### config.mk
export PLATFORM = sky130hd
export DESIGN_NAME = prds_top
export DESIGN_NICKNAME = d
export VERILOG_FILES = /design/src/logic/prds_pkg.sv /design/src/logic/prds_top.sv
export SDC_FILE = /design/constraint.sdc
export NUM_CORES = 1
export LEC_CHECK = 0
export CORE_UTILIZATION = 55
export DETAILED_ROUTE_END_ITERATION = 12
export DONT_BUFFER_PORTS = 1
export PLACE_DENSITY = 0.7
export SYNTH_ARGS = -nofsm -noshare
export SYNTH_HDL_FRONTEND = slang
export SYNTH_SLANG_ARGS = --single-unit
export TNS_END_PERCENT = 10
### constraint.sdc
create_clock -name clk -period 3.35 [get_ports clk]
set_clock_uncertainty 0.15 [all_clocks]
set_input_delay 0.335 -clock clk [delete_from_list [all_inputs] [get_ports clk]]
set_output_delay 0.335 -clock clk [all_outputs]
set_load 0.01 [all_outputs]
### src/logic/prds_pkg.sv
/*
 * Package for the pulse steering, dead-band and auto-restart block: register
 * indices, field positions, reset values and structs.
 * Assumes one 100 MHz clock and a plain address/strobe register port.
 */
`default_nettype none
package prds_pkg;
    localparam int ADDR_W = 2;
    // Register indices on the plain register port
    localparam logic [1:0] REG_RESTART_DB = 2'h0;
    localparam logic [1:0] REG_STEER = 2'h1;
    localparam logic [1:0] REG_MODE = 2'h2;
    localparam logic [1:0] REG_SHUTDOWN = 2'h3;
    // Reset values
    localparam logic [7:0] RST_RESTART_DB = 8'h00;
    localparam logic [7:0] RST_STEER = 8'h01;
    localparam logic [7:0] RST_MODE = 8'h00;
    localparam logic [7:0] RST_SHUTDOWN = 8'h00;
    // Field positions
    localparam int RESTART_BIT = 7;
    localparam int SYNC_BIT = 4;
    localparam int EVENT_BIT = 7;
    localparam logic [1:0] MODE_PWM_HI = 2'h3;
    localparam logic [1:0] BRIDGE_SINGLE = 2'h0;
    // Instruction cycle is four oscillator periods; with clk as Fosc
    localparam int OSC_PER_INSTR = 4;
    localparam int PERIOD_W = 8;

    typedef struct packed {
        logic [ADDR_W-1:0] addr;
        logic [7:0] wdata;
        logic wr;
        logic rd;
    } prds_bus_t;

    typedef struct packed {
        logic [3:0] out;
        logic [3:0] oe;
    } prds_pins_t;
endpackage : prds_pkg
`default_nettype wire

### src/logic/prds_top.sv
/*
 * Single-output PWM stage: pulse steering onto four pins, dead-band delay on
 * active-going edges, auto-shutdown with optional auto-restart.
 * Assumes clk is the oscillator clock (instruction cycle = 4 clocks); a stopped
 * clk models sleep, so all state freezes and pins hold.
 */
// Summary of operation
// - Auto-restart set: flag clears itself when shutdown input drops, PWM resumes.
// - Active-going edges are delayed by the seven-bit count of instruction cycles.
// - Steering works only with mode upper bits 11 and bridge mode 00.
// - Same PWM signal appears on every enabled pin simultaneously.
// - Each enable routes PWM to its pin; clear gives the pin back to port.
// - Mode lower bits set polarity of all steered pins.
// - Shutdown changes only pins with PWM output enabled.
// - Sync clear: new steering applies at end of the writing instruction.
// - Sync set: new steering applies at start of next PWM period.
// - Without clock everything freezes and pins hold their level.
// - Module runs from whichever clock is supplied in idle modes.
// - On clock failure the module continues on the fallback clock supplied.
// - Reset makes pins inputs and registers return to reset values.
// - Steering register top bits read zero; reset enables output A only.
// - With auto-restart the flag stays set while shutdown persists.
// - After restart output resumes only at the next period start.
// - Dead band applies only to inactive-to-active edges.
`default_nettype none
module prds_top
    import prds_pkg::*;
#(
    parameter int DB_W = 7
) (
    input wire logic clk, // Oscillator clock
    input wire logic reset, // Synchronous reset, active high
    input wire prds_pkg::prds_bus_t bus, // Register port request
    output logic [7:0] rdata, // Read data, cycle after read strobe
    input wire logic pwm_raw, // Unsteered PWM, active high
    input wire logic period_start, // Pulse at each period start
    input wire logic shutdown_in, // Shutdown condition level
    input wire logic [3:0] pin_direction_bits, // 0 means pin is output
    input wire logic [3:0] port_out, // Ordinary port output levels
    output var prds_pkg::prds_pins_t pins // Pin levels and enables
);
    import prds_pkg::*;

    logic [7:0] restart_db;
    logic [7:0] steer_reg;
    logic [7:0] mode_reg;
    logic [6:0] shut_cfg;
    logic shutdown_event_flag;
    logic [3:0] steer_live;
    logic steer_pending;
    logic [1:0] phase;
    logic instr_edge;
    logic [DB_W-1:0] db_cnt;
    logic pwm_db;
    logic pwm_db_prev_raw;
    logic held_off;
    logic steer_mode;
    logic [3:0] next_out;
    logic [3:0] next_oe;
    logic auto_restart_enable;
    logic steer_sync_select;
    logic [DB_W-1:0] dead_band_count;
    logic [1:0] polarity;

    assign auto_restart_enable = restart_db[RESTART_BIT];
    assign dead_band_count = restart_db[DB_W-1:0];
    assign steer_sync_select = steer_reg[SYNC_BIT];
    assign polarity = mode_reg[1:0];
    assign steer_mode = (mode_reg[3:2] == MODE_PWM_HI) && (mode_reg[7:6] == BRIDGE_SINGLE);

    // runs on whatever clk is supplied
    // Idle and fallback clocks just change clk; a stopped clk freezes every flop
    always_ff @(posedge clk)
    begin
        if (reset)
            phase <= 2'h0;
        else
            phase <= phase + 2'h1;
    end
    assign instr_edge = (phase == 2'(OSC_PER_INSTR - 1));

    // registers to reset values, steering reset 0x01
    always_ff @(posedge clk)
    begin
        if (reset)
        begin
            restart_db <= RST_RESTART_DB;
            steer_reg <= RST_STEER;
            mode_reg <= RST_MODE;
            shut_cfg <= RST_SHUTDOWN[6:0];
        end
        else if (bus.wr)
        begin
            unique case (bus.addr)
                REG_RESTART_DB: restart_db <= bus.wdata;
                REG_STEER: steer_reg <= {3'h0, bus.wdata[4:0]};
                REG_MODE: mode_reg <= bus.wdata;
                REG_SHUTDOWN: shut_cfg <= bus.wdata[6:0];
            endcase
        end
    end

    // Shutdown event flag; hardware set wins over software clear
    always_ff @(posedge clk)
    begin
        if (reset)
            shutdown_event_flag <= 1'b0;
        else if (shutdown_in)
            shutdown_event_flag <= 1'b1;
        else if (auto_restart_enable && instr_edge)
            shutdown_event_flag <= 1'b0;
        else if (bus.wr && bus.addr == REG_SHUTDOWN)
            shutdown_event_flag <= bus.wdata[EVENT_BIT];
    end

    // Output held off after shutdown until next period start
    always_ff @(posedge clk)
    begin
        if (reset)
            held_off <= 1'b0;
        else if (shutdown_event_flag)
            held_off <= 1'b1;
        // resume only at next period boundary
        else if (period_start)
            held_off <= 1'b0;
    end

    // Steering update, immediate or period-synchronised
    always_ff @(posedge clk)
    begin
        if (reset)
        begin
            steer_live <= RST_STEER[3:0];
            steer_pending <= 1'b0;
        end
        else
        begin
            // take new enables at period start
            if (steer_pending && steer_sync_select && period_start)
            begin
                steer_live <= steer_reg[3:0];
                steer_pending <= 1'b0;
            end
            else if (steer_pending && !steer_sync_select && instr_edge)
            begin
                steer_live <= steer_reg[3:0];
                steer_pending <= 1'b0;
            end
            // Set last so a write landing on an apply edge is not lost
            if (bus.wr && bus.addr == REG_STEER)
                steer_pending <= 1'b1;
        end
    end

    // Dead band on active-going edges
    always_ff @(posedge clk)
    begin
        if (reset)
        begin
            db_cnt <= '0;
            pwm_db <= 1'b0;
            pwm_db_prev_raw <= 1'b0;
        end
        else
        begin
            pwm_db_prev_raw <= pwm_raw;
            if (!pwm_raw)
            begin
                pwm_db <= 1'b0;
                db_cnt <= '0;
            end
            // load count on rising edge; zero means no delay
            else if (!pwm_db_prev_raw)
            begin
                db_cnt <= dead_band_count;
                pwm_db <= (dead_band_count == '0);
            end
            else if (!pwm_db && instr_edge)
            begin
                if (db_cnt <= DB_W'(1))
                    pwm_db <= 1'b1;
                db_cnt <= db_cnt - DB_W'(1);
            end
        end
    end

    // Pin mux, one generate per pin
    for (genvar i = 0; i < 4; i++)
    begin : g_pin
        logic pol_low;
        logic shut_lvl;
        logic shut_z;
        // A/C use polarity bit 1 and shutdown bits 2/3; B/D use polarity bit 0 and shutdown bits 0/1
        assign pol_low = (i == 0 || i == 2) ? polarity[1] : polarity[0];
        assign shut_lvl = (i == 0 || i == 2) ? shut_cfg[2] : shut_cfg[0];
        assign shut_z = (i == 0 || i == 2) ? shut_cfg[3] : shut_cfg[1];
        always_comb
        begin
            // enabled pins carry PWM, others port
            if (steer_mode && steer_live[i])
            begin
                if (shutdown_event_flag || held_off)
                begin
                    next_out[i] = shut_lvl;
                    next_oe[i] = !shut_z && !pin_direction_bits[i];
                end
                else
                begin
                    next_out[i] = pwm_db ^ pol_low;
                    next_oe[i] = !pin_direction_bits[i];
                end
            end
            else
            begin
                next_out[i] = port_out[i];
                next_oe[i] = !pin_direction_bits[i];
            end
        end
    end

    // pins are inputs during reset; outputs hold when clk stops
    always_ff @(posedge clk)
    begin
        if (reset)
            pins <= '0;
        else
            pins <= '{out: next_out, oe: next_oe};
    end

    always_ff @(posedge clk)
    begin
        if (reset)
            rdata <= 8'h00;
        else if (bus.rd)
        begin
            unique case (bus.addr)
                REG_RESTART_DB: rdata <= restart_db;
                REG_STEER: rdata <= steer_reg;
                REG_MODE: rdata <= mode_reg;
                REG_SHUTDOWN: rdata <= {shutdown_event_flag, shut_cfg};
            endcase
        end
    end

    // Assertions
    // Checks on pins look one cycle on, since the pin register adds a stage
    AST_FLAG_HOLD: assert property (@(posedge clk) disable iff (reset)
        shutdown_in |=> shutdown_event_flag)
        else $error("flag dropped during shutdown");

    // Four quiet cycles always hold one instruction boundary; the clear lands one later
    AST_AUTO_CLEAR: assert property (@(posedge clk) disable iff (reset)
        (auto_restart_enable && !shutdown_in && !bus.wr) [*4] |=> !shutdown_event_flag)
        else $error("auto restart did not clear flag");

    AST_NO_AUTO: assert property (@(posedge clk) disable iff (reset)
        (shutdown_event_flag && !auto_restart_enable && !bus.wr) |=> shutdown_event_flag)
        else $error("flag cleared without software");

    AST_TOP_ZERO: assert property (@(posedge clk) disable iff (reset)
        steer_reg[7:5] == 3'h0)
        else $error("steering upper bits not zero");

    AST_RD_TOP_ZERO: assert property (@(posedge clk) disable iff (reset)
        (bus.rd && bus.addr == REG_STEER) |=> rdata[7:5] == 3'h0)
        else $error("steering read shows upper bits");

    AST_RESET_PINS: assert property (@(posedge clk) disable iff (reset)
        $past(reset) |-> (pins == '0 && rdata == 8'h00))
        else $error("pins not inputs after reset");

    AST_PORT_PIN: assert property (@(posedge clk) disable iff (reset)
        (!steer_mode && !$past(reset)) |=> pins.out == $past(port_out))
        else $error("port function lost");

    AST_MODE_GATE: assert property (@(posedge clk) disable iff (reset)
        !steer_mode |=> pins.oe == $past(~pin_direction_bits))
        else $error("steering active outside single output mode");

    AST_DIR_OE: assert property (@(posedge clk) disable iff (reset)
        pin_direction_bits[0] |=> !pins.oe[0])
        else $error("input pin driven");

    AST_STEERED_PWM: assert property (@(posedge clk) disable iff (reset)
        (steer_mode && steer_live[0] && !shutdown_event_flag && !held_off)
        |=> pins.out[0] == $past(pwm_db ^ polarity[1]))
        else $error("steered pin lost the waveform");

    AST_STEERED_POL: assert property (@(posedge clk) disable iff (reset)
        (steer_mode && steer_live[1] && !shutdown_event_flag && !held_off)
        |=> pins.out[1] == $past(pwm_db ^ polarity[0]))
        else $error("steered pin polarity wrong");

    AST_SHUT_PIN: assert property (@(posedge clk) disable iff (reset)
        (steer_mode && steer_live[0] && shutdown_event_flag) |=> pins.out[0] == $past(shut_cfg[2]))
        else $error("enabled pin not in shutdown state");

    // A port pin must never be disturbed by a shutdown it does not take part in
    AST_SHUT_SPARE: assert property (@(posedge clk) disable iff (reset)
        (!steer_live[1] && shutdown_event_flag) |=> pins.out[1] == $past(port_out[1]))
        else $error("shutdown touched a port pin");

    AST_NO_DB_FALL: assert property (@(posedge clk) disable iff (reset)
        !pwm_raw |=> !pwm_db)
        else $error("falling edge delayed");

    AST_DB_WAIT: assert property (@(posedge clk) disable iff (reset)
        (pwm_raw && !pwm_db_prev_raw && dead_band_count != '0) |=> !pwm_db)
        else $error("dead band skipped");

    AST_ZERO_DB: assert property (@(posedge clk) disable iff (reset)
        (pwm_raw && !pwm_db_prev_raw && dead_band_count == '0) |=> pwm_db)
        else $error("zero dead band delayed");

    AST_HELD_SET: assert property (@(posedge clk) disable iff (reset)
        shutdown_event_flag |=> held_off)
        else $error("output not held after shutdown");

    AST_HOLD_OFF: assert property (@(posedge clk) disable iff (reset)
        (held_off && !period_start) |=> held_off)
        else $error("restart before period start");

    AST_SYNC_WAIT: assert property (@(posedge clk) disable iff (reset)
        (steer_pending && steer_sync_select && !period_start) |=> $stable(steer_live))
        else $error("steering changed mid period");

    AST_IMMEDIATE: assert property (@(posedge clk) disable iff (reset)
        (bus.wr && bus.addr == REG_STEER && !bus.wdata[SYNC_BIT]) |-> ##[1:5] !steer_pending)
        else $error("immediate steering too late");

    AST_IMM_APPLY: assert property (@(posedge clk) disable iff (reset)
        (steer_pending && !steer_sync_select && instr_edge) |=> steer_live == $past(steer_reg[3:0]))
        else $error("steering not applied at boundary");

    COV_SHUTDOWN: cover property (@(posedge clk) shutdown_event_flag ##1 !shutdown_event_flag);
    COV_DB: cover property (@(posedge clk) pwm_raw && !pwm_db ##1 pwm_db);
    COV_SYNC: cover property (@(posedge clk) steer_pending && steer_sync_select && period_start);
    COV_RESTART: cover property (@(posedge clk) held_off && !shutdown_event_flag && period_start);
endmodule : prds_top
`default_nettype wire

==> reports/results.env, run 1 <==
CRIT_PATH_FROM='phase[0]'
CRITPATHMAXFANOUT=6
CLKTRANSATPATHREGS_NS=0.07
CRITICAL_PATH_DEPTH=5
GRT_START_MAX_NET_PINS=54
CRITICAL_PATH_CELL_BY_CELL='ha_1, nor2b_4, nand3_1, xor2_1, a211oi_1'
HOLD_WS_NS=0.005836
SYNTH_ENABLE_FLOP_CELLS=0
SYNTH-SEQ-AREA-SHARE_PCT=46.44
PORT_BUFFERS=0
IO_PINS=41
WORST_MIN_DELAY_PATH_CATEGORY='primary input to register'
MAX-VDD-IR-DROP_uV=295.9
CLK_LATENCY_NS=0.34
SYNTH_CELLS=263
AREAGROWTHSYNTHTOFINISH_PCT=14.51
CHIPHEIGHT_UM=71.71
FINAL_MIN_PERIOD_OVER_CLOCK_PERIOD_PCT=45.58
POSTSYNTHNETCOUNT=291
FINAL_LAYOUT_SIZE_SUFFIX_GT1_SHARE_PCT=11.03
VIAS_PER_CELL=5.712
PLACEMENTROWS=24
LEAKAGE_uW=0.001284
ACHIEVABLE-FREQUENCY_GHz=0.6549
HTREEDEPTH=3
POSTSYNTHREGISTERBITS=62
HPWL_MM=3.701
DIODES=0
CLOCK_SINK_COUNT=62
CP_DATA_REQUIRED_TIME_NS=3.45
SETUP-TNS-FINAL_NS=0
R2R-END='db_cnt[5]'
FINALCRITICALPERIOD_NS=1.527
CTS.ROOT.BUFFER_CELL='sky130_fd_sc_hd__clkbuf_8'
PLACE_WORST_SETUP_SLACK_NS=1.780
POWER_PER_CELL_AREA_mW_PER_MM2=541.7
GRTUSAGETOTAL_PCT=23.59
ENDPOINT='db_cnt[5]'
WORST-SLEW-PIN-TRANSITION_NS=0.7886
YOSYSWARNINGS=0
REPORT.FINAL.SLEW_VIOL_COUNT=0
DIE-WIDTH_UM=71.71
TIMING.REG2REG.SETUP_SLACK_NS=1.82
CRITPATHKIND='register to register'
CRITPATHBUFINV=0
SETUP.WORST_PATH.END_CLASS='register'
FINAL_ROUTED_WIRELENGTH_ACROSS_ALL_METAL_LAYERS_MM=5.606
INITIAL_UTILIZATION_PCT=59.33
FINAL_ANTENNA_NET_COUNT=0
SYN_AVG_CELL_AREA_UM2=10.16
GLOBALROUTEOVERFLOWTOTAL=0
CRITPATHSLOWESTCELL='sky130_fd_sc_hd__dfxtp_1'
ASYNC_RESET_FF_SHARE_PCT=0
PLACE_AREA_MM2=0.002649
POST-ROUTE-DRC-COUNT=0
CAP_VIOLATIONS=0
START_KIND='register'
TIMING.SLEW.HEADROOM_PCT=47.20
PLACE.GP.CONGESTION=0.7387
TIMING.CRITICAL_PATH.MAX_DELAY_FAMILY='flip-flops'
DRT-PASS1-ITER-COUNT=4
FLOORPLAN_DIE_AREA_MM2=0.005142
TIMING.CRITICAL_PATH.SLOWEST_CELL_DELAY_NS=0.34
NNETSFINAL=305
REG2REG_FROM='phase[0]'
GRT_PASS1_VIAS=1868
CTS_INSERTED_BUFFERS=9
DESIGN_POWER_TOTAL_uW=1658
FINALINSTANCEAREA_MM2=0.003060
GLOBAL_ROUTE_WIRE_LENGTH_BEFORE_REPAIR_MM=9.114
TIMING.REG2REG.WORST_PATH_DEPTH=5
SETUP_VIOLATIONS=0
CLOCKBUFFERDEPTH=2
ROUTE.DETAILED.WL_PER_INST_UM=16.83
PREDOMINANT_POST_SYNTHESIS_FLOP_CELL='sky130_fd_sc_hd__dfxtp_1'
MOSTFREQUENTLAYOUTCELL='sky130_fd_sc_hd__dfxtp_1'
NUMBER_OF_ANTENNA_VIOLATIONS_AT_THE_FIRST_CHECK_IN_GLOBAL_ROUTING=0
LAYOUT.CELLS.MOST_COMMON_LIST='sky130_fd_sc_hd__dfxtp_1, sky130_fd_sc_hd__nor2_1, sky130_fd_sc_hd__mux2i_1'
YOSYSUNIQUECELLTYPES=39
TRITONCTS='yes'
DETAILEDROUTE.FIRSTITERATIONVIOLATIONS=139
RSZ_0062_RAISED_AFTER_GLOBAL_ROUTING='false'
FINAL_CRITICAL_PATH_SETUP_SLACK_NS=1.823
DR_TOTAL_VIAS=1902
FLOORPLAN.CORE_AREA_MM2=0.004504
WORST_EP_ARRIVAL_TIME_NS=1.63
REPORT.FINAL.HOLD_VIOL_COUNT=0
CTS_SETUP_BUFFERS=0
STATUS='finished clean'
SYN_STD_CELL_AREA_MM2=0.002673
area by class of cell:
cell class / instances / area (um2)
Clock inverter: 4 / 70.07
Tap cell: 52 / 65.06
Fill cell: 364 / 1444
Multi-Input combinational cell: 179 / 1316
Sequential cell: 62 / 1241
Clock buffer: 11 / 151.4
Timing Repair Buffer: 18 / 190.2
Inverter: 7 / 26.28
worst register-to-register path, stage by stage, from the launching register on:
cell                       delay (ns)
sky130_fd_sc_hd__dfxtp_1         0.34
sky130_fd_sc_hd__ha_1            0.25
sky130_fd_sc_hd__nor2b_4         0.24
sky130_fd_sc_hd__nand3_1         0.10
sky130_fd_sc_hd__xor2_1          0.15
sky130_fd_sc_hd__a211oi_1        0.22
report_power, final:
group / switching, uW / internal, uW / leakage, uW
sequential: 32.6 / 767 / 0.000507
combinational: 57.3 / 67.7 / 0.000662
clock: 281 / 453 / 0.000115
total: 371 / 1290 / 0.00128
cells in the mapped netlist, types with 2 or more instances:
| master | number | area [um2] |
|---|---|---|
| sky130_fd_sc_hd__xor2_1 | 2 | 17.52 |
| sky130_fd_sc_hd__nor3_1 | 2 | 10.01 |
| sky130_fd_sc_hd__o31ai_1 | 2 | 15.01 |
| sky130_fd_sc_hd__buf_4 | 2 | 15.01 |
| sky130_fd_sc_hd__dfxtp_1 | 62 | 1241 |
| sky130_fd_sc_hd__clkbuf_1 | 8 | 30.03 |
| sky130_fd_sc_hd__nor2_1 | 53 | 198.9 |
| sky130_fd_sc_hd__ha_1 | 3 | 37.54 |
| sky130_fd_sc_hd__nand3_1 | 6 | 30.03 |
| sky130_fd_sc_hd__a211oi_1 | 8 | 60.06 |
| sky130_fd_sc_hd__nand3b_1 | 3 | 22.52 |
| sky130_fd_sc_hd__nor2b_1 | 2 | 12.51 |
| sky130_fd_sc_hd__a21oi_1 | 7 | 35.03 |
| sky130_fd_sc_hd__mux2i_1 | 39 | 390.4 |
| sky130_fd_sc_hd__o21ai_0 | 3 | 15.01 |
| sky130_fd_sc_hd__a211oi_2 | 2 | 25.02 |
| sky130_fd_sc_hd__a31oi_1 | 4 | 25.02 |
| sky130_fd_sc_hd__buf_6 | 3 | 33.78 |
| sky130_fd_sc_hd__nand2_1 | 11 | 41.29 |
| sky130_fd_sc_hd__xnor2_1 | 6 | 52.55 |
| sky130_fd_sc_hd__nand2b_1 | 2 | 12.51 |
| sky130_fd_sc_hd__a311oi_1 | 4 | 35.03 |
| sky130_fd_sc_hd__o21a_1 | 2 | 15.01 |
| sky130_fd_sc_hd__mux4_2 | 5 | 112.6 |
| sky130_fd_sc_hd__inv_1 | 7 | 26.28 |
| sky130_fd_sc_hd__buf_2 | 2 | 10.01 |
how the worst min path moves through the flow:
stage | cells after the start | from | end
after detailed placement | 1 | reset | phase[0]
after global placement | 1 | phase[0] | phase[0]
after global routing | 2 | bus[9] | restart_db[7]
after floorplan | 1 | phase[0] | phase[0]
final | 2 | bus[9] | restart_db[7]
after CTS | 2 | port_out[2] | pins[6]
layer usage:
layer	GRT usage [%]	up-vias	wire [um]
li1	-	953	-
met1	30.24	894	2679
met3	7.595	6	309
met4	8.715	0	42
met2	37.32	49	2575
met5	0	-	0
cell families after synthesis:
family,synth area share [%]
and+or+nand+nor,16.53
DFF,46.44
muxes,19.66
AOI/OAI and AO/OA,9.035
buffers and inverters,4.307
xor gates and xnor gates,2.622
adders and majority gates,1.405
through the flow:
stage | util [%] | cells
after floorplan | - | 263
after global placement | 58.81 | 300
after detailed placement | 58.81 | 300
after CTS | 67.50 | 331
after global routing | 67.94 | 333
final | 67.94 | 333
repair_timing:
action	CTS	global route
endpoints found under the hold margin	53	2
gates resized for setup	0	0
hold buffers	16	2
Note: power is estimated with default switching activity, not from simulation.
==> run 2, diff against run 1 <==
--- a/config.mk
+++ b/config.mk
@@ -5,6 +5,7 @@
 export SDC_FILE = /design/constraint.sdc
 export NUM_CORES = 1
 export LEC_CHECK = 0
+export ABC_AREA = 1
 export CORE_UTILIZATION = 55
 export DETAILED_ROUTE_END_ITERATION = 12
 export DONT_BUFFER_PORTS = 1
==> constraint.sdc (replaced) <==
create_clock -name clk -period 1.5 [get_ports clk]
set_clock_uncertainty 0.15 [all_clocks]
set_input_delay 0.15 -clock clk [delete_from_list [all_inputs] [get_ports clk]]
set_output_delay 0.15 -clock clk [all_outputs]
set_load 0.01 [all_outputs]
==> reports/results.env, run 2 <==
TRITONCTS='yes'
AREA_CONTRIBUTORS_POST_SYNTH='sky130_fd_sc_hd__dfxtp_1, sky130_fd_sc_hd__o21ai_0, sky130_fd_sc_hd__nand2_1'
CLOCK_SINK_COUNT=62  # unchanged
PORT_BUFFERS=0  # unchanged
DIODES=0  # unchanged
FINALCRITICALPERIOD_NS=1.405
POSTSYNTHNETCOUNT=403  # +38%
ROUTE.DETAILED.WL_PER_INST_UM=14.10  # -16%
FINAL_MIN_PERIOD_OVER_CLOCK_PERIOD_PCT=93.67
SYN_AVG_CELL_AREA_UM2=7.304  # -28%
HPWL_MM=4.703  # +27%
GLOBAL_ROUTE_WIRE_LENGTH_BEFORE_REPAIR_MM=11.27  # +24%
LEAKAGE_uW=0.001353  # +5.4%
NUMBER_OF_ANTENNA_VIOLATIONS_AT_THE_FIRST_CHECK_IN_GLOBAL_ROUTING=0  # unchanged
SYNTHDOMINANTAREACELLTYPE='sky130_fd_sc_hd__dfxtp_1'
MAX-VDD-IR-DROP_uV=608.1  # +110%
POWER.SEQUENTIAL.FRACTION_PCT=51.5  # +3.3 points
GLOBALROUTEOVERFLOWTOTAL=0  # unchanged
CLK_LATENCY_NS=0.33  # about the same
CELL_INTERNAL_PWR_uW=2564  # +99%
CRIT_PATH_FREQUENT_CELL='sky130_fd_sc_hd__nand2_4'
CRITICAL_PATH_CELL_BY_CELL='dlygate4sd3_1, nand2_4, inv_6, nand2_4, o21ai_0, a21oi_1'
NET-SWITCHING-POWER_uW=896.6  # +140%
SYNTH-SEQ-AREA-SHARE_PCT=45.32  # -1.1 points
MIN_FROM='bus[1]'
FINAL_ANTENNA_NET_COUNT=0  # unchanged
PWR-SHARE-COMB_PCT=11.3  # +3.8 points
LAYOUT.CELLS.MOST_COMMON_LIST='sky130_fd_sc_hd__dfxtp_1, sky130_fd_sc_hd__nand2_1, sky130_fd_sc_hd__inv_1'
SWSHARE_PCT=25.91  # +3.6 points
PREDOMINANT_POST_SYNTHESIS_FLOP_CELL='sky130_fd_sc_hd__dfxtp_1'
STATUS='finished clean'
CAP_VIOLATIONS=0  # unchanged
SYNTH_ENABLE_FLOP_CELLS=0  # unchanged
WORST_MIN_DELAY_PATH_CATEGORY='primary input to register'
RSZ_0062_RAISED_AFTER_GLOBAL_ROUTING='false'
CRITPATHKIND='primary input to register'
CRITPATHBUFINV=2  # +2
SYN_STD_CELL_AREA_MM2=0.002739  # +2.5%
SETUP_VIOLATIONS=0  # unchanged
CTS.ROOT.BUFFER_CELL='sky130_fd_sc_hd__clkbuf_8'
AREAGROWTHSYNTHTOFINISH_PCT=17.95
TIMING.CRITICAL_PATH.MAX_DELAY_FAMILY='buffers and inverters'
DETAILEDROUTE.FIRSTITERATIONVIOLATIONS=174  # +25%
IO_PINS=41  # unchanged
SHARE_CLK_OF_TOTAL_POWER_PCT=37.2  # -7.0 points
PLACEMENTROWS=25  # +4.2%
WORST-SLEW-PIN-TRANSITION_NS=0.4719  # -0.3166 ns
REPORT.FINAL.HOLD_VIOL_COUNT=0  # unchanged
CLOCKBUFFERDEPTH=2  # unchanged
SYNTH_COMMON_CELLS='sky130_fd_sc_hd__dfxtp_1, sky130_fd_sc_hd__nand2_1, sky130_fd_sc_hd__inv_1'
INITIAL_UTILIZATION_PCT=57.61  # -1.7 points
YOSYSUNIQUECELLTYPES=28  # -28%
DESIGN_POWER_TOTAL_uW=3460  # +110%
START_KIND='primary input'
VIAS_PER_CELL=5.201  # -8.9%
FINAL-SEQ-AREA_MM2=0.001241  # unchanged
POSTSYNTHREGISTERBITS=62  # unchanged
MULTI_INPUT_COMB_AREA_MM2=0.001204  # -8.6%
SETUP.WORST_PATH.END_CLASS='register'
ACHIEVABLE-FREQUENCY_GHz=0.7117
CRITPATHSLOWESTCELL='sky130_fd_sc_hd__dlygate4sd3_1'
WORST_EP_ARRIVAL_TIME_NS=1.47  # -0.16 ns
REPORT.FINAL.SLEW_VIOL_COUNT=0  # unchanged
FLOORPLAN.CORE_AREA_MM2=0.004755  # +5.6%
CHIPHEIGHT_UM=72.57  # +1.2%
CLKTRANSATPATHREGS_NS=0.06  # about the same
NNETSFINAL=435  # +43%
FINAL_ROUTED_WIRELENGTH_ACROSS_ALL_METAL_LAYERS_MM=6.740  # +20%
SYNTH_CELLS=375  # +43%
GRTUSAGETOTAL_PCT=28.41  # +4.8 points
FLOORPLAN_DIE_AREA_MM2=0.005266  # +2.4%
PLACE.GP.CONGESTION=0.8989  # +22%
TIMING.CRITICAL_PATH.SLOWEST_CELL_DELAY_NS=0.65  # +0.31 ns
CP_DATA_REQUIRED_TIME_NS=1.57  # -1.88 ns
ASYNC_RESET_FF_SHARE_PCT=0  # unchanged
CRITPATHMAXFANOUT=14  # +8
GRT_START_MAX_NET_PINS=24  # -56%
POST-ROUTE-DRC-COUNT=0  # unchanged
DIE-WIDTH_UM=72.57  # +1.2%
YOSYSTOPAREACELLSHARE_PCT=45.32  # -1.1 points
REG2REG_FROM='phase[0]'
DRT-PASS1-ITER-COUNT=4  # unchanged
LIBRARY_CELL_WITH_THE_HIGHEST_INSTANCE_COUNT_AFTER_SYNTHESIS='sky130_fd_sc_hd__dfxtp_1'
GRT_PASS1_VIAS=2415  # +29%
SETUP-TNS-FINAL_NS=0  # unchanged
YOSYSWARNINGS=0  # unchanged
HTREEDEPTH=3  # unchanged
NFILLCELLS=405  # +11%
DR_TOTAL_VIAS=2486  # +31%
TIMING.SLEW.HEADROOM_PCT=68.43  # +21 points
POWER_PER_CELL_AREA_mW_PER_MM2=1071  # +98%
CTS_INSERTED_BUFFERS=9  # unchanged
MOSTFREQUENTLAYOUTCELL='sky130_fd_sc_hd__dfxtp_1'
CRIT_PATH_FROM='bus[11]'
FINAL_LAYOUT_SIZE_SUFFIX_GT1_SHARE_PCT=8.273  # -2.8 points
[run 2: changes by cell type after synthesis, sizes merged, moves of 13 or more]
cell   change
a21oi     +33
inv       +50
mux2i     -39
nand2     +53
nand3     +13
o21ai     +48
[run 2: what timing repair did]
action / 4_1_cts / 5_1_grt
gates resized for setup: 0 / 5
setup buffers: 0 / 0
setup endpoints to repair: 0 / 36
hold buffers: 26 / 0
hold endpoints to repair: 59 / 0
[run 2: final timing paths]
path / end / depth (start not counted) / slack [ns]
max reg2reg: steer_live[1] / 6 / 0.12
max: shut_cfg[1] / 6 / 0.09
min reg2reg: mode_reg[5] / 2 / 0.31
min: restart_db[5] / 2 / 0.006
[run 2: routing by layer]
| layer | vias to the layer above | GRT usage [%] | share of wire [%] |
|---|---|---|---|
| li1 | 1279 | - | - |
| met4 | 0 | 12.85 | 2.8 |
| met3 | 20 | 5.833 | 5.3 |
| met2 | 78 | 45.59 | 45 |
| met5 | - | 0 | 0 |
| met1 | 1109 | 36.76 | 47 |
[run 2: kinds of logic after synthesis]
| logic type | share of synthesized area, % |
|---|---|
| compound gates | 20.60 |
| xor+xnor | 0.3198 |
| buf+inv | 10.83 |
| flops | 45.32 |
| fa+ha+maj | 1.371 |
| simple gates | 21.56 |
[run 2: through the flow]
| stage | setup slack [ns] | cells | hold WS (ns) | util, % | cell area, um2 |
|---|---|---|---|---|---|
| 2_1_floorplan | 0.2447 | 375 | 0.07153 | - | 2739 |
| 3_3_place_gp | 0.1574 | 437 | 0.07001 | 58.74 | 2793 |
| 3_5_place_dp | 0.07771 | 437 | 0.07184 | 58.74 | 2793 |
| 4_1_cts | 0.006999 | 478 | 0.001404 | 67.74 | 3221 |
| 5_1_grt | 0.01717 | 478 | 0.01874 | 67.95 | 3231 |
| 6_report | 0.09491 | 478 | 0.006215 | 67.95 | 3231 |
[run 2: layout make-up]
| type | count | area share (%) |
|---|---|---|
| multi-input cells | 245 | 37.26 |
| clock inverters | 1 | 0.1549 |
| clock buffers | 14 | 5.035 |
| well taps | 67 | 2.595 |
| repair buffers | 32 | 9.682 |
| inverters | 57 | 6.855 |
| flip-flops and latches | 62 | 38.42 |
[run 2: power by group through the flow]
stage | Sequential, uW | Clock (uW) | Combinational (uW)
2_1_floorplan | 1810 | 0 | 251
3_5_place_dp | 1820 | 0 | 306
6_report | 1780 | 1290 | 391
4_1_cts | 1780 | 1300 | 385
5_1_grt | 1790 | 1400 | 439
3_3_place_gp | 1820 | 0 | 301
==> run 3, diff against run 2 <==
--- a/config.mk
+++ b/config.mk
@@ -6,10 +6,10 @@
 export NUM_CORES = 1
 export LEC_CHECK = 0
 export ABC_AREA = 1
+export BUFFER_PORTS_ARGS = -buffer_cell sky130_fd_sc_hd__buf_4
 export CORE_UTILIZATION = 55
 export DETAILED_ROUTE_END_ITERATION = 12
-export DONT_BUFFER_PORTS = 1
-export PLACE_DENSITY = 0.7
+export PLACE_DENSITY = 0.77
 export SYNTH_ARGS = -nofsm -noshare
 export SYNTH_HDL_FRONTEND = slang
 export SYNTH_SLANG_ARGS = --single-unit
==> reports/results.env, run 3 (synthesis results as in run 2) <==
STATUS='finished clean'
FINAL_ROUTED_WIRELENGTH_ACROSS_ALL_METAL_LAYERS_MM=6.864  # +1.8%
LEAKAGE_uW=0.001519  # +12%
FLOORPLAN.CORE_AREA_MM2=0.004755  # unchanged
NNETSFINAL=468  # +7.6%
HTREEDEPTH=3  # unchanged
POWER_PER_CELL_AREA_mW_PER_MM2=1098  # +2.6%
SHARE_CLK_OF_TOTAL_POWER_PCT=41.5  # +4.3 points
DIE-WIDTH_UM=72.57  # unchanged
RSZ_0062_RAISED_AFTER_GLOBAL_ROUTING='false'
GRT_START_MAX_NET_PINS=17  # -29%
NUMBER_OF_ANTENNA_VIOLATIONS_AT_THE_FIRST_CHECK_IN_GLOBAL_ROUTING=0  # unchanged
MAX-VDD-IR-DROP_uV=691.3  # +14%
CLK_LATENCY_NS=0.34  # about the same
WORST_EP_ARRIVAL_TIME_NS=1.52  # +0.05 ns
CAP_VIOLATIONS=0  # unchanged
WORST-SLEW-PIN-TRANSITION_NS=0.3451  # -0.1268 ns
CHIPHEIGHT_UM=72.57  # unchanged
CP_DATA_REQUIRED_TIME_NS=1.62  # +0.05 ns
WORST_MIN_DELAY_PATH_CATEGORY='primary input to register'
DR_TOTAL_VIAS=2605  # +4.8%
MOSTFREQUENTLAYOUTCELL='sky130_fd_sc_hd__dfxtp_1'
REPORT.FINAL.HOLD_VIOL_COUNT=0  # unchanged
DESIGN_POWER_TOTAL_uW=3844  # +11%
DIODES=0  # unchanged
ROUTE.DETAILED.WL_PER_INST_UM=13.41  # -4.9%
FINAL_MIN_PERIOD_OVER_CLOCK_PERIOD_PCT=93.48  # -0.19 points
TIMING.CRITICAL_PATH.SLOWEST_CELL_DELAY_NS=0.56  # -0.09 ns
FLOORPLAN_DIE_AREA_MM2=0.005266  # unchanged
CLOCKBUFFERDEPTH=2  # unchanged
NET-SWITCHING-POWER_uW=974.4  # +8.7%
START_KIND='primary input'
ACHIEVABLE-FREQUENCY_GHz=0.7132  # +0.21%
IO_PINS=41  # unchanged
HPWL_MM=4.928  # +4.8%
SETUP-TNS-FINAL_NS=0  # unchanged
CTS.ROOT.BUFFER_CELL='sky130_fd_sc_hd__clkbuf_8'
FINAL_ANTENNA_NET_COUNT=0  # unchanged
REPORT.FINAL.SLEW_VIOL_COUNT=0  # unchanged
INITIAL_UTILIZATION_PCT=57.61  # unchanged
CRITICAL_PATH_CELL_BY_CELL='dlygate4sd3_1, buf_4, inv_1, buf_4, o21ai_0, a21oi_1'
CLOCK_SINK_COUNT=62  # unchanged
CTS_INSERTED_BUFFERS=9  # unchanged
PWR-SHARE-COMB_PCT=12.5  # +1.2 points
GRT_PASS1_VIAS=2329  # -3.6%
TRITONCTS='yes'
POWER.SEQUENTIAL.FRACTION_PCT=46.0  # -5.5 points
PLACE.GP.CONGESTION=0.9116  # +1.4%
REG2REG_FROM='phase[0]'
NFILLCELLS=397  # -2.0%
GLOBAL_ROUTE_WIRE_LENGTH_BEFORE_REPAIR_MM=11.09  # -1.6%
PLACEMENTROWS=25  # unchanged
VIAS_PER_CELL=5.088  # -2.2%
CRITPATHMAXFANOUT=16  # +2
CRIT_PATH_FROM='reset'
GLOBALROUTEOVERFLOWTOTAL=0  # unchanged
CRIT_PATH_FREQUENT_CELL='sky130_fd_sc_hd__buf_4'
DRT-PASS1-ITER-COUNT=4  # unchanged
FINAL_LAYOUT_SIZE_SUFFIX_GT1_SHARE_PCT=17.30  # +9.0 points
CLKTRANSATPATHREGS_NS=0.07  # about the same
POST-ROUTE-DRC-COUNT=0  # unchanged
PORT_BUFFERS=40  # +40
CTS_SETUP_BUFFERS=0  # unchanged
CRITPATHKIND='primary input to register'
CRITPATHSLOWESTCELL='sky130_fd_sc_hd__dlygate4sd3_1'
SETUP_VIOLATIONS=0  # unchanged
SWSHARE_PCT=25.35  # -0.56 points
MIN_FROM='bus[1]'
LAYOUT.CELLS.MOST_COMMON_LIST='sky130_fd_sc_hd__dfxtp_1, sky130_fd_sc_hd__nand2_1, sky130_fd_sc_hd__inv_1'
SETUP.WORST_PATH.END_CLASS='register'
FINALCRITICALPERIOD_NS=1.402  # -0.002885 ns
TIMING.SLEW.HEADROOM_PCT=76.75  # +8.3 points
AREAGROWTHSYNTHTOFINISH_PCT=27.78
CELL_INTERNAL_PWR_uW=2870  # +12%
GRTUSAGETOTAL_PCT=28.19  # -0.22 points
DETAILEDROUTE.FIRSTITERATIONVIOLATIONS=183  # +5.2%
[run 3: changes by cell type in the layout (fill, tap and decap cells not counted), moves of 2 or more]
cell | before | now
sky130_fd_sc_hd__dlygate4sd3_1 | 23 | 19
sky130_fd_sc_hd__buf_4 | 6 | 46
sky130_fd_sc_hd__clkbuf_8 | 11 | 9
sky130_fd_sc_hd__dlymetal6s4s_1 | 3 | 0
sky130_fd_sc_hd__bufinv_16 | 0 | 2
sky130_fd_sc_hd__clkbuf_1 | 3 | 1
[run 3: routing by layer]
metal	global-route usage, %	share of wire [%]
met1	36.52	46
met2	46.31	47
met3	6.250	5.0
met4	9.804	1.6
met5	0	0
[run 3: area by class of cell]
cell class | count | area, um2 | share of cell area (%)
well taps | 67 | 83.83 | 2.395
clock buffers | 10 | 127.6 | 3.647
repair buffers | 65 | 535.5 | 15.30
inverters | 57 | 221.5 | 6.328
flip-flops and latches | 62 | 1241 | 35.47
multi-input cells | 245 | 1204 | 34.39
clock inverters | 6 | 86.33 | 2.467
[run 3: stage by stage]
step	utilization (%)	cell area [um2]	worst slack (ns)	instances	hold slack, ns
CTS	73.55	3497	0.08901	512	0.01010
detailed placement	65.05	3093	0.1085	477	0.1574
global route	73.61	3500	0.01568	512	0.02326
finish	73.61	3500	0.09780	512	0.02307
global placement	65.05	3093	0.1405	477	0.1566
floorplan	-	2739	0.2447	375	0.07153
[run 3: final timing paths]
| path | to | slack, ns | cells after the start |
|---|---|---|---|
| worst min-delay path | mode_reg[4] | 0.02 | 3 |
| worst max-delay path | steer_reg[3] | 0.1 | 6 |
| worst min register to register | phase[0] | 0.27 | 1 |
| worst max register to register | steer_live[1] | 0.15 | 6 |
[run 3: power groups by stage]
stage               sequential, uW  clock (uW)  combinational [uW]
finish                        1770        1600                 481
CTS                           1770        1610                 477
detailed placement            1800           0                 435
global route                  1780        1680                 534
floorplan                     1810           0                 251
global placement              1800           0                 429
[run 3: what timing repair did]
item                                    in CTS  in global routing
resized for setup                            0                  2
hold endpoints to repair                    37                  0
hold buffers                                19                  0
endpoints found under the setup margin       0                  6
[run 3: critical path: cells and delay by family]
family	cells	cell delay, ns
buf+inv	4	1.14
compound gates	2	0.23
